$ cat src/gpd_pkg.sv
// package for the two-group pin data register block
// assumes a 32-bit plain register port and one 125 MHz clock
package gpd_pkg;
    localparam int unsigned GPD_AW = 32;
    localparam int unsigned GPD_DW = 32;
    localparam logic [31:0] GPD_FIRST_GROUP_PIN_DATA_ADDR = 32'hffff0d20;
    localparam logic [31:0] GPD_SECOND_GROUP_PIN_DATA_ADDR = 32'hffff0d30;
    localparam int unsigned GPD_FIVE_PINS = 5;
    localparam int unsigned GPD_TWO_PINS = 2;
    localparam int unsigned GPD_DIR_LSB = 24;
    localparam int unsigned GPD_OUT_LSB = 16;
    localparam int unsigned GPD_IN_LSB = 0;
    // low byte resets undefined; zero chosen so pins start undriven
    localparam logic [4:0] GPD_DIR_RST = 5'h00;
    localparam logic [4:0] GPD_OUT_RST = 5'h00;
    localparam logic [1:0] GPD_SYNC_RST = 2'h0;

    typedef struct packed {
        logic [31:0] addr;
        logic [31:0] wdata;
        logic wr;
        logic rd;
    } gpd_req_t;
endpackage

$ cat src/gpd_pin_group.sv
// one group of bidirectional pins: direction, output value, input sync
// assumes pin inputs are asynchronous to clock_i
`timescale 1ns/100ps
`default_nettype none
module gpd_pin_group
    import gpd_pkg::*;
#(
    parameter int unsigned N = 5
) (
    input wire logic clock_i,
    input wire logic reset_n_i,
    input wire logic wr_i,
    input wire logic [N-1:0] dir_wdata_i,
    input wire logic [N-1:0] out_wdata_i,
    input wire logic [N-1:0] pin_i,
    output logic [N-1:0] pin_o,
    output logic [N-1:0] pin_oe_o,
    output logic [N-1:0] dir_o,
    output logic [N-1:0] level_o
);
    logic [N-1:0] dir_r;
    logic [N-1:0] out_r;
    logic [N-1:0] meta_r;
    logic [N-1:0] sync_r;

    // ********************
    // direction and value
    // ********************
    always_ff @(posedge clock_i or negedge reset_n_i) begin
        if (!reset_n_i) begin
            dir_r <= N'(GPD_DIR_RST);
        end else if (wr_i) begin
            dir_r <= dir_wdata_i; // see [RULE1] see [RULE4]
        end
    end

    // value kept while input so a later switch drives it at once
    always_ff @(posedge clock_i or negedge reset_n_i) begin
        if (!reset_n_i) begin
            out_r <= N'(GPD_OUT_RST);
        end else if (wr_i) begin
            out_r <= out_wdata_i; // see [RULE11]
        end
    end

    // ********************
    // input synchroniser
    // ********************
    always_ff @(posedge clock_i or negedge reset_n_i) begin
        if (!reset_n_i) begin
            meta_r <= '0;
            sync_r <= '0;
        end else begin
            meta_r <= pin_i;
            sync_r <= meta_r;
        end
    end

    assign pin_o = out_r; // see [RULE2] see [RULE5]
    assign pin_oe_o = dir_r; // see [RULE11]
    assign dir_o = dir_r;
    assign level_o = sync_r;
endmodule
`default_nettype wire

$ cat src/gpd_port_data.sv
// two pin-data registers for a five-pin and a two-pin group
// assumes a single-master register port, read data one cycle later
// How it works
// [RULE1] five-pin direction in bits 28..24, one=output
// [RULE2] bits 20..16 drive five pins when output
// [RULE3] bits 4..0 read five pin levels
// [RULE4] two-pin direction in bits 25..24
// [RULE5] bits 17..16 drive two pins when output
// [RULE6] bits 1..0 read two pin levels
// [RULE7] software writes zero to status bits
// [RULE8] software writes zero to reserved bits
// [RULE9] one 32-bit word per group, all fields
// [RULE10] same word holds output, returns input status
// [RULE11] keep value while input; undriven until output
//
// Strobed register access was left to the implementer.
`timescale 1ns/100ps
`default_nettype none
module gpd_port_data
    import gpd_pkg::*;
(
    input wire logic clock_i,
    input wire logic reset_n_i,
    input wire logic [31:0] addr_i,
    input wire logic [31:0] wdata_i,
    input wire logic wr_i,
    input wire logic rd_i,
    output logic [31:0] rdata_o,
    input wire logic [4:0] five_pin_group_i,
    output logic [4:0] five_pin_group_o,
    output logic [4:0] five_pin_group_oe_o,
    input wire logic [1:0] two_pin_group_i,
    output logic [1:0] two_pin_group_o,
    output logic [1:0] two_pin_group_oe_o
);
    gpd_req_t req;
    logic sel_first;
    logic sel_second;
    logic [4:0] first_dir;
    logic [4:0] first_lvl;
    logic [1:0] second_dir;
    logic [1:0] second_lvl;
    logic [31:0] rdata_nxt;
    logic [31:0] rdata_r;

    // ********************
    // address decode
    // ********************
    assign req = '{addr: addr_i, wdata: wdata_i, wr: wr_i, rd: rd_i};
    assign sel_first = (req.addr == GPD_FIRST_GROUP_PIN_DATA_ADDR);
    assign sel_second = (req.addr == GPD_SECOND_GROUP_PIN_DATA_ADDR);

    // ********************
    // pin groups
    // ********************
    // status bits and reserved bits of the write word are simply dropped
    gpd_pin_group #(.N(GPD_FIVE_PINS)) u_first (
        .clock_i(clock_i),
        .reset_n_i(reset_n_i),
        .wr_i(req.wr && sel_first),
        .dir_wdata_i(req.wdata[GPD_DIR_LSB +: GPD_FIVE_PINS]), // see [RULE1]
        .out_wdata_i(req.wdata[GPD_OUT_LSB +: GPD_FIVE_PINS]), // see [RULE2]
        .pin_i(five_pin_group_i),
        .pin_o(five_pin_group_o),
        .pin_oe_o(five_pin_group_oe_o),
        .dir_o(first_dir),
        .level_o(first_lvl)
    );

    gpd_pin_group #(.N(GPD_TWO_PINS)) u_second (
        .clock_i(clock_i),
        .reset_n_i(reset_n_i),
        .wr_i(req.wr && sel_second),
        .dir_wdata_i(req.wdata[GPD_DIR_LSB +: GPD_TWO_PINS]), // see [RULE4]
        .out_wdata_i(req.wdata[GPD_OUT_LSB +: GPD_TWO_PINS]), // see [RULE5]
        .pin_i(two_pin_group_i),
        .pin_o(two_pin_group_o),
        .pin_oe_o(two_pin_group_oe_o),
        .dir_o(second_dir),
        .level_o(second_lvl)
    );

    // ********************
    // read back
    // ********************
    // output field reads the stored value, never the pin
    always_comb begin
        rdata_nxt = '0;
        if (sel_first) begin
            rdata_nxt[GPD_DIR_LSB +: GPD_FIVE_PINS] = first_dir; // see [RULE9]
            rdata_nxt[GPD_OUT_LSB +: GPD_FIVE_PINS] =
                five_pin_group_o; // see [RULE10]
            rdata_nxt[GPD_IN_LSB +: GPD_FIVE_PINS] = first_lvl; // see [RULE3]
        end else if (sel_second) begin
            rdata_nxt[GPD_DIR_LSB +: GPD_TWO_PINS] = second_dir;
            rdata_nxt[GPD_OUT_LSB +: GPD_TWO_PINS] =
                two_pin_group_o; // see [RULE10]
            rdata_nxt[GPD_IN_LSB +: GPD_TWO_PINS] = second_lvl; // see [RULE6]
        end
    end

    // read data valid only in the cycle after the strobe, zero otherwise
    always_ff @(posedge clock_i or negedge reset_n_i) begin
        if (!reset_n_i) begin
            rdata_r <= '0;
        end else if (req.rd) begin
            rdata_r <= rdata_nxt;
        end else begin
            rdata_r <= '0;
        end
    end

    assign rdata_o = rdata_r;
endmodule
`default_nettype wire

$ cat config.mk
export PLATFORM = sky130hd
export DESIGN_NAME = gpd_port_data
export DESIGN_NICKNAME = d
export VERILOG_FILES = /design/src/gpd_pkg.sv /design/src/gpd_pin_group.sv /design/src/gpd_port_data.sv
export SDC_FILE = /design/constraint.sdc
export NUM_CORES = 1
export LEC_CHECK = 0
export BUFFER_PORTS_ARGS = -buffer_cell sky130_fd_sc_hd__buf_4
export CAP_MARGIN = 20
export CORE_ASPECT_RATIO = 1.5
export CORE_UTILIZATION = 43
export CTS_CLUSTER_DIAMETER = 120
export DETAILED_ROUTE_END_ITERATION = 16
export PLACE_DENSITY = 0.84
export SLEW_MARGIN = 20
export SYNTH_ARGS = -nofsm -noshare
export SYNTH_HDL_FRONTEND = slang
export SYNTH_SLANG_ARGS = --single-unit
$ cat constraint.sdc
create_clock -name clock_i -period 1.8 [get_ports clock_i]
set_input_delay 0.09 -clock clock_i [delete_from_list [all_inputs] [get_ports clock_i]]
set_output_delay 0.09 -clock clock_i [all_outputs]
set_load 0.02 [all_outputs]
# Yosys cells after proc, flatten, opt, wreduce, memory -nomap -nowiden

Index checks and enable logic that the tools add are counted.

Register bits: 60
Bits of input ports: 75
Output and inout bits: 46

Equal/unequal tests: 2
Muxes and demuxes: 10
Reductions and logical operators: 2

Operators by type and width:

| cell                                         | number |
|---|---|
| 32-bit equality test (second input constant) | 2 |
| 29-bit 2-to-1 mux                            | 1 |
| 2-bit 2-to-1 mux                             | 6 |
| 3-bit 2-to-1 mux                             | 3 |
| 1-bit logical AND                            | 2 |

# Logic depth before layout (Yosys ltp)

Gate-level depths: netlist of run 1.

Depth in word-level cells: 4
Depth in mapped cells: 5

# By module

A second synthesis of run 1 with hierarchy kept.

Cell total of the unflattened synthesis: 133
Area, all modules: 1860.5 um2

By module, submodules not included:

| module                   | times used | cells an instance | area an instance (um2) | sequential area each (um2) |
|---|---|---|---|---|
| gpd_port_data            | 1          | 83                | 900.9                  | 375.4 |
| gpd_pin_group (u_first)  | 1          | 36                | 699.4                  | 500.5 |
| gpd_pin_group (u_second) | 1          | 14                | 260.2                  | 200.2 |

# Least setup slack after synthesis of run 1

OpenSTA, ideal clock, no wires.

Path kind: input to register
Start: in addr_i[13]
End: reg u_first.dir_r[0], in the netlist u_first.dir_o[0]
Arrival time: 1.553 ns
Required time: 1.675 ns
Setup slack: 0.122 ns
Stages on the path: 5
Path buffers: 1
Cell sequence: or4b_4 -> nor4_4 -> nand4b_1 -> buf_6 -> mux2_4

Word-level cells in the longest chain between the ends: 2

RTL lines:

| what                   | line                | text |
|---|---|---|
| start: declaration     | gpd_port_data.sv:24 | `input wire logic [31:0] addr_i,` |
| 32-bit equality test   | gpd_port_data.sv:50 | `assign sel_first = (req.addr == GPD_FIRST_GROUP_PIN_DATA_ADDR);` |
| 1-bit logical AND      | gpd_port_data.sv:60 | `.wr_i(req.wr && sel_first),` |
| end signal: assignment | gpd_pin_group.sv:31 | `dir_r <= N'(GPD_DIR_RST);` |
| end signal: assignment | gpd_pin_group.sv:33 | `dir_r <= dir_wdata_i;` |
| end: declaration       | gpd_pin_group.sv:21 | `logic [N-1:0] dir_r;` |

Every way passes these cells.
A chain may end at the register's enable or synchronous reset.

# Worst setup path after layout of run 1

Start: in addr_i[13]
End: reg u_first.dir_r[2], in the netlist u_first.dir_o[2]

Same word-level chain as after synthesis.

==> flow_metrics.py, run 1 <==
metrics = {
    "clocking": {
        "cts-root-buf": "clkbuf_8",
        "ctsResizeCount": 0,
        "postCtsSetupBuffers": 0,
        "clockBufferDepth": 2,
        "cts.reportedPaths.clkPinSlew_ps": 80,
        "cts_tree": "done",
        "cts_sinks": 43,
        "numCtsBuffers": 5,
        "insertion_delay_ps": 290,
        "htree_levels": 2,
    },
    "routing": {
        "drc": 0,
        "dr.pass1.iters": 4,
        "drt-wirelength-per-cell_um": 13.23,
        "drtAntennaViolNets": 0,
        "avgViaCountPerCell": 4.577,
        "first_iter_violations": 16,
        "finalWirelength_um": 3348,
        "vias": 1158,
    },
    "grt": {
        "grt_usage_pct": 17.23,
        "grt-ovfl-total": 0,
        "grt_max_degree": 44,
        "first_global_vias": 1144,
        "use_met3_pct": 4.215,
        "gr-max-usage-layer": "met2",
        "antenna_found_initial": 0,
        "grt_pass1_wl_um": 5092,
        "met2_usage_pct": 29.62,
        "use_met1_pct": 18.11,
    },
    "timing": {
        "max-slew-margin-rel_pct": 66.35,
        "tns_ps": 0,
        "finalHoldViolCount": 0,
        "hold_slack_ps": 24.92,
        "max_freq_mhz": 643.0,
        "slew_viol_final": 0,
        "clock_skew_ps": 3.240,
        "worst_slew_pin_slew_ps": 504.7,
        "setup_viol": 0,
        "min_period_ps": 1555,
        "rsz0062_at_grt": "false",
        "timing.final.crit_share_pct": 86.40,
    },
    "yosys": {
        "synth.avg_cell_area_um2": 14.94,
        "synth_warnings": 0,
        "synth.top_cell.area_share_pct": 63.75,
        "synth.distinct_cells": 19,
        "synth_area_mm2": 0.001688,
        "synth-seq-area-share_pct": 63.75,
        "yosysTopAreaCell": "dfrtp_1",
        "synth_cells": 113,
        "synth-seq-cells": 43,
        "yosys-top-cells-area": "dfrtp_1, mux2_4, buf_4",
    },
    "place": {
        "place_area_mm2": 0.002292,
        "numPortBuffers": 81,
        "dp_hpwl_um": 2418,
        "gp_congestion": 0.7475,
    },
    "worst_setup_path": {
        "cp.buffers_inverters": 2,
        "critPathSlowestCell": "or4b_4",
        "start_kind": "input port",
        "endpoint_kind": "register",
        "cp_cell_sequence": "buf_4, or4b_4, nor4_4, nand4b_1, buf_4, mux2_4",
        "crit_family": "simple AND/OR/NAND/NOR gates",
        "criticalPathCategory": "in -> reg",
        "critical-path-max-stage-delay_ps": 530,
        "cp.required_ps": 1980,
        "crit_fanout": 6,
        "cp_common_cell": "buf_4",
        "worstPathArrival_ps": 1740,
    },
    "floorplan": {
        "die-area_mm2": 0.004185,
        "core_area_mm2": 0.003716,
        "die_w_um": 53.16,
        "pin_count": 121,
        "start_util_pct": 45.42,
        "rows": 27,
        "die_h_um": 78.74,
    },
    "final_layout": {
        "fin_nets": 284,
        "fin_area_mm2": 0.002461,
        "fillerInstances": 316,
        "final_cell_mix": "buf_4, dfrtp_1, conb_1",
        "mostFrequentLayoutCell": "buf_4",
        "n_antenna_cell": 0,
        "drive_gt1_share_pct": 52.86,
        "syn2layout_area_growth_pct": 45.81,
    },
    "worst_hold_path": {
        "hold_path_class": "in -> reg",
    },
    "job": {
        "maxCapViolations": 0,
    },
    "status": {
        "status": "complete, no violations",
    },
    "pwr": {
        "powerDensity_mw_per_mm2": 708.1,
        "vdd_ir_drop_max_mv": 0.5392,
        "leakagePower_nw": 1.338,
    },
}
## cell type report
class	count	area, um2	share of cell area (%)
multi-input combinational	66	524.3	21.30
clock buffer	5	68.82	2.796
sequential	43	1076	43.72
tap	43	53.80	2.186
timing repair buffer	93	718.2	29.18
clock inverter	3	20.02	0.8134
## final timing paths
kind | startpoint | to | slack [ps] | depth (start not counted)
worst max-delay path | addr_i[13] | u_first.dir_o[2]$_DFFE_PN0P_ | 240 | 6
worst min-delay path | wdata_i[18] | u_first.pin_o[2]$_DFFE_PN0P_ | 20 | 2
worst max register to register | u_second.dir_o[1]$_DFFE_PN0P_ | u_second.dir_o[1]$_DFFE_PN0P_ | 970 | 1
worst min register to register | u_first.meta_r[2]$_DFF_PN0_ | u_first.level_o[2]$_DFF_PN0_ | 350 | 0
max in group asynchronous | reset_n_i | u_first.pin_o[4]$_DFFE_PN0P_ | 1130 | 2
min in group asynchronous | reset_n_i | u_first.meta_r[0]$_DFF_PN0_ | 320 | 2
## logic make-up after synthesis
kind of cell | share of synthesized area [%]
DFF | 63.75
muxes | 15.12
and+or+nand+nor | 12.16
buffers and inverters | 8.747
other | 0.2222
## registers in the layout (all words and copies together), names as in the netlist
| register | cells |
|---|---|
| rdata_o | 15 |
| u_first.dir_o | 5 |
| u_first.level_o | 5 |
| u_first.meta_r | 5 |
| u_first.pin_o | 5 |
| u_second.dir_o | 2 |
| u_second.level_o | 2 |
| u_second.meta_r | 2 |
| u_second.pin_o | 2 |
## timing repair
item,in CTS,in global routing
hold buffers,8,0
setup endpoints to repair,0,0
hold endpoints to repair,50,0
## layer usage
| layer | share of wire (%) | vias up |
|---|---|---|
| li1 | - | 539 |
| met1 | 36 | 556 |
| met2 | 55 | 55 |
| met3 | 6.6 | 8 |
| met4 | 2.2 | 0 |
| met5 | 0 | - |
## cells in the mapped netlist, drive strengths merged
library cell and instances:
nand4b 2, nand3 2, mux2 14, or4b 2, nor2 6, or4 1
clkbuf 1, dfrtp 43, and2 9, conb 1, buf 19, mux2i 6
nand4 4, and4b 1, nor4 2
## where the power goes
group | leakage [nW] | switching, mW | internal (mW)
Combinational | 0.729 | 0.0765 | 0.0906
Sequential | 0.569 | 0.00336 | 0.981
Clock | 0.0402 | 0.322 | 0.270
## through the flow
| step | power [mW] | util [%] | worst slack [ps] | cells |
|---|---|---|---|---|
| after floorplan | 1.078 | - | 121.5 | 129 |
| after global placement | 1.153 | 61.68 | -65.06 | 237 |
| after detailed placement | 1.158 | 61.68 | -63.00 | 237 |
| after CTS | 1.759 | 66.23 | 240.2 | 253 |
| after global routing | 1.798 | 66.23 | 191.9 | 253 |
| final | 1.743 | 66.23 | 244.8 | 253 |
Power figures use the tool's default switching activity.
==> inputs of run 2 (changes only) <==
--- a/config.mk
+++ b/config.mk
@@ -8,11 +8,12 @@
 export BUFFER_PORTS_ARGS = -buffer_cell sky130_fd_sc_hd__buf_4
 export CAP_MARGIN = 20
 export CORE_ASPECT_RATIO = 1.5
-export CORE_UTILIZATION = 43
+export CORE_UTILIZATION = 45
 export CTS_CLUSTER_DIAMETER = 120
 export DETAILED_ROUTE_END_ITERATION = 16
-export PLACE_DENSITY = 0.84
+export PLACE_DENSITY = 0.85
 export SLEW_MARGIN = 20
 export SYNTH_ARGS = -nofsm -noshare
 export SYNTH_HDL_FRONTEND = slang
+export SYNTH_HIERARCHICAL = 1
 export SYNTH_SLANG_ARGS = --single-unit
==> flow_metrics.py, run 2 <==
metrics = {
    "status": {
        "status": "complete, no violations",
    },
    "timing": {
        "clock_skew_ps": 6.811,
        "rsz0062_at_grt": "false",
        "finalHoldViolCount": 0,
        "setup_viol": 0,
        "worst_slew_pin_slew_ps": 535.9,
        "max-slew-margin-rel_pct": 64.20,
        "timing.final.crit_share_pct": 91.06,
        "min_period_ps": 1639,
        "hold_slack_ps": 27.36,
        "max_freq_mhz": 610.1,
        "slew_viol_final": 0,
    },
    "pwr": {
        "p_comb_share_pct": 9.9,
        "pwr-share-clk_pct": 34.4,
        "leakagePower_nw": 1.298,
        "power_switching_mw": 0.4179,
        "seq_power_share_pct": 55.7,
        "vdd_ir_drop_max_mv": 0.7441,
        "powerDensity_mw_per_mm2": 685.0,
        "switching_share_pct": 23.63,
        "internal_power_mw": 1.350,
    },
    "place": {
        "dp_cells": 252,
        "place_area_mm2": 0.002407,
        "dp_hpwl_um": 2665,
        "gp_congestion": 0.7567,
        "numPortBuffers": 81,
    },
    "worst_setup_path": {
        "cp-endpoint": "u_first/dir_o[3]$_DFFE_PN0P_",
        "critPathLaunch": "addr_i[1]",
        "ff2ff_setup_slack_ps": 850,
        "cp.required_ps": 1980,
        "r2r-start": "u_first/dir_o[1]$_DFFE_PN0P_",
        "start_kind": "input port",
        "worstPathArrival_ps": 1820,
        "criticalPathCategory": "in -> reg",
        "rr_worst_depth": 2,
        "endpoint_kind": "register",
        "crit_fanout": 5,
        "r2r_end": "rdata_o[25]$_DFF_PN0_",
    },
    "final_layout": {
        "instances_no_fill": 268,
        "final_cell_mix": "buf_4, dfrtp_1, conb_1",
        "syn2layout_area_growth_pct": 38.74,
        "n_antenna_cell": 0,
        "largest_reg_flops": 15,
        "fin_nets": 297,
        "mostFrequentLayoutCell": "buf_4",
        "drive_gt1_share_pct": 53.81,
        "fin_area_mm2": 0.002581,
        "final_core_util_pct": 65.20,
    },
    "yosys": {
        "synth.top_cell.area_share_pct": 57.83,
        "synthFlopType": "dfrtp_1",
        "synth-seq-area-share_pct": 57.83,
        "synth_cells": 133,
        "ys_top_cells_by_count": "dfrtp_1, buf_4, mux2_4, nand2_1, nor3_2",
        "synth_warnings": 6,
        "synth_enable_flop_cells": 0,
        "synth.avg_cell_area_um2": 13.99,
        "yosysTopAreaCell": "dfrtp_1",
        "yosysMostFrequentCell": "dfrtp_1",
        "synth.distinct_cells": 23,
        "synth-seq-cells": 43,
        "postSynth.asyncResetShare_pct": 100.0,
        "yosys-top-cells-area": "dfrtp_1, buf_4, mux2_4",
        "synth_area_mm2": 0.001861,
    },
    "grt": {
        "grt_pass1_wl_um": 5071,
        "first_global_vias": 1143,
        "grt-ovfl-total": 0,
        "grt_max_degree": 44,
        "antenna_found_initial": 0,
        "grt_usage_pct": 16.47,
    },
    "routing": {
        "drt-wirelength-per-cell_um": 13.04,
        "first_iter_violations": 16,
        "finalWirelength_um": 3494,
        "drtAntennaViolNets": 0,
        "vias": 1280,
        "avgViaCountPerCell": 4.776,
        "dr.pass1.iters": 4,
        "drc": 0,
    },
    "clocking": {
        "cts_tree": "done",
        "ctsResizeCount": 0,
        "clockBufferDepth": 2,
        "cts-root-buf": "clkbuf_8",
        "numCtsBuffers": 5,
        "insertion_delay_ps": 290,
        "htree_levels": 2,
        "cts.reportedPaths.clkPinSlew_ps": 80,
        "cts_sinks": 43,
    },
    "job": {
        "maxCapViolations": 0,
    },
    "floorplan": {
        "pin_count": 121,
        "core_area_mm2": 0.003959,
        "start_util_pct": 47.00,
        "die_h_um": 80.75,
        "die_w_um": 54.50,
        "die-area_mm2": 0.004401,
        "rows": 28,
    },
    "worst_hold_path": {
        "hold_path_class": "in -> reg",
    },
}
-- run 2: kinds of logic (layout without fill, tap and decap cells) --
logic type / count (synthesis) / after routing / synth area share, %
DFF: 43 / 43 / 57.83
and+or+nand+nor: 38 / 38 / 15.67
buffers and inverters: 31 / 105 / 12.57
muxes: 20 / 20 / 13.72
other: 1 / 17 / 0.2016
-- run 2: how the worst min path moves through the flow --
stage / start / end / cells after the start / slack, ps
floorplan: reset_n_i / rdata_o[0]$_DFF_PN0_ / 0 / -210
global placement: reset_n_i / rdata_o[19]$_DFF_PN0_ / 1 / 100
detailed placement: reset_n_i / rdata_o[19]$_DFF_PN0_ / 1 / 100
CTS: wdata_i[27] / u_first/dir_o[3]$_DFFE_PN0P_ / 2 / 20
global route: wdata_i[27] / u_first/dir_o[3]$_DFFE_PN0P_ / 2 / 10
finish: wdata_i[27] / u_first/dir_o[3]$_DFFE_PN0P_ / 2 / 30
-- run 2: cell type report --
cell class	instances	area [um2]
tap	45	56.30
timing repair buffer	96	740.7
fill	297	1378
multi-input combinational	75	610.6
inverter	1	3.754
sequential	43	1076
clock buffer	5	68.82
clock inverter	3	25.02
-- run 2: stage by stage --
step | setup slack, ps | TNS, ps | power [mW]
2_1_floorplan | -83.36 | -1143 | 1.084
3_3_place_gp | -158.3 | -1935 | 1.163
3_5_place_dp | -172.9 | -2117 | 1.167
4_1_cts | 142.0 | 0 | 1.790
5_1_grt | 114.3 | 0 | 1.842
6_report | 160.9 | 0 | 1.768
-- run 2: repair_timing --
item | 4_1_cts | 5_1_grt
buffers inserted | 0 | 0
endpoints found under the hold margin | 50 | 0
hold buffers | 8 | 0
-- run 2: power groups by stage --
stage | sequential (mW) | combinational [mW] | clock (mW)
global placement | 1.00 | 0.159 | 0
finish | 0.984 | 0.175 | 0.609
floorplan | 1.00 | 0.0812 | 0
global route | 0.986 | 0.188 | 0.667
detailed placement | 1.00 | 0.163 | 0
CTS | 0.985 | 0.177 | 0.629
-- run 2: layer usage --
layer | global-route usage [%] | vias to the layer above | wire, um
met5 | 0 | - | 0
met4 | 6.154 | 0 | 58
met3 | 4.307 | 6 | 264
met2 | 30.49 | 73 | 1883
met1 | 16.73 | 606 | 1287
li1 | - | 595 | -
-- run 2: worst max-delay path, stage by stage --
cell and delay (ps):
buf_4 110, or3b_1 370, or4_1 420, buf_4 180
nor4_4 140, buf_4 210, mux2_4 300
==> inputs of run 3 (changes only) <==
--- a/config.mk
+++ b/config.mk
@@ -12,6 +12,7 @@
 export CTS_CLUSTER_DIAMETER = 120
 export DETAILED_ROUTE_END_ITERATION = 16
 export PLACE_DENSITY = 0.85
+export RECOVER_POWER = 100
 export SLEW_MARGIN = 20
 export SYNTH_ARGS = -nofsm -noshare
 export SYNTH_HDL_FRONTEND = slang
==> flow_metrics.py, run 3 (synthesis gave the netlist of run 2 again) <==
metrics = {
    "routing": {
        "drt-wirelength-per-cell_um": 13.24,
        "dr.pass1.iters": 4,
        "drtAntennaViolNets": 0,
        "avgViaCountPerCell": 4.754,
        "drc": 0,
        "vias": 1274,
        "first_iter_violations": 12,
        "finalWirelength_um": 3547,
    },
    "final_layout": {
        "drive_gt1_share_pct": 34.98,
        "fin_nets": 297,
        "syn2layout_area_growth_pct": 29.39,
        "n_antenna_cell": 0,
        "final_cell_mix": "buf_4, dfrtp_1, clkbuf_1",
        "largest_reg_flops": 15,
        "final_core_util_pct": 60.81,
        "mostFrequentLayoutCell": "buf_4",
    },
    "grt": {
        "grt-ovfl-total": 0,
        "grt_usage_pct": 16.47,
        "grt_max_degree": 44,
        "first_global_vias": 1143,
        "antenna_found_initial": 0,
        "grt_pass1_wl_um": 5071,
    },
    "worst_setup_path": {
        "criticalPathCategory": "in -> reg",
        "crit_fanout": 5,
        "endpoint_kind": "register",
        "start_kind": "input port",
        "cp.required_ps": 1980,
        "worstPathArrival_ps": 1880,
    },
    "pwr": {
        "powerDensity_mw_per_mm2": 735.2,
        "seq_power_share_pct": 55.6,
        "p_comb_share_pct": 9.7,
        "power_switching_mw": 0.4211,
        "leakagePower_nw": 1.165,
        "pwr-share-clk_pct": 34.7,
        "internal_power_mw": 1.349,
        "vdd_ir_drop_max_mv": 0.7477,
        "switching_share_pct": 23.79,
    },
    "clocking": {
        "numCtsBuffers": 5,
        "htree_levels": 2,
        "cts_sinks": 43,
        "clockBufferDepth": 2,
        "insertion_delay_ps": 290,
        "cts-root-buf": "clkbuf_8",
        "ctsResizeCount": 0,
        "postCtsSetupBuffers": 0,
        "cts.reportedPaths.clkPinSlew_ps": 80,
        "cts_tree": "done",
        "ctsHoldBuffers": 8,
    },
    "timing": {
        "slew_viol_final": 0,
        "hold_slack_ps": 20.71,
        "finalHoldViolCount": 0,
        "min_period_ps": 1697,
        "max_freq_mhz": 589.4,
        "worst_slew_pin_slew_ps": 1024,
        "max-slew-margin-rel_pct": 31.75,
        "tns_ps": 0,
        "clock_skew_ps": 7.227,
        "setup_viol": 0,
        "setup_ws_ps": 103.5,
        "timing.final.crit_share_pct": 94.25,
        "rsz0062_at_grt": "false",
    },
    "job": {
        "maxCapViolations": 0,
    },
    "floorplan": {
        "pin_count": 121,
        "die-area_mm2": 0.004401,
        "start_util_pct": 47.00,
        "core_area_mm2": 0.003959,
        "rows": 28,
        "die_h_um": 80.75,
        "die_w_um": 54.50,
    },
    "place": {
        "gp_congestion": 0.7567,
        "numPortBuffers": 81,
        "dp_hpwl_um": 2665,
        "place_ws_ps": -172.9,
    },
    "status": {
        "status": "complete, no violations",
    },
    "worst_hold_path": {
        "hold_path_class": "in -> reg",
    },
}
[run 3: worst paths after layout]
kind                            depth (start not counted)                            end                         start  slack, ps
worst min register to register                          0  u_second/level_o[0]$_DFF_PN0_  u_second/meta_r[0]$_DFF_PN0_        350
max in group asynchronous                               2  u_second/level_o[0]$_DFF_PN0_                     reset_n_i        660
worst min-delay path                                    2   u_first/dir_o[0]$_DFFE_PN0P_                   wdata_i[24]         20
worst max-delay path                                    7   u_first/dir_o[2]$_DFFE_PN0P_                     addr_i[1]        100
min in group asynchronous                               2          rdata_o[18]$_DFF_PN0_                     reset_n_i        500
worst max register to register                          2          rdata_o[25]$_DFF_PN0_  u_first/dir_o[1]$_DFFE_PN0P_        860
[run 3: metrics by stage]
step / area (um2) / power (mW) / std cells
2_1_floorplan: 1921 / 1.084 / 149
3_3_place_gp: 2407 / 1.163 / 252
3_5_place_dp: 2407 / 1.167 / 252
4_1_cts: 2581 / 1.790 / 268
5_1_grt: 2407 / 1.839 / 268
6_report: 2407 / 1.770 / 268
[run 3: power groups by stage]
stage / registers [mW] / logic, mW / clock network [mW]
CTS: 0.985 / 0.177 / 0.629
detailed placement: 1.00 / 0.163 / 0
global route: 0.987 / 0.185 / 0.667
finish: 0.984 / 0.172 / 0.613
floorplan: 1.00 / 0.0812 / 0
global placement: 1.00 / 0.159 / 0
[run 3: layout make-up]
type                    count  area (um2)
clock inverters             3       25.02
clock buffers               5       68.82
inverters                   1       3.754
fillers                   348        1551
multi-input cells          75       560.5
well taps                  45       56.30
repair buffers             96       616.8
flip-flops and latches     43        1076
[run 3: per-layer routing]
metal  GRT usage [%]  vias up  routed length (um)
li1                -      594                   -
met1           16.73      605                1336
met2           30.49       69                1863
met3           4.307        6                 288
met4           6.154        0                  58
met5               0        -                   0
[run 3: critical path, stage by stage]
cell      delay, ps
clkbuf_4        100
or3b_1          370
or4_1           420
buf_4           180
nor4_4          140
clkbuf_2        260
mux2_4          320
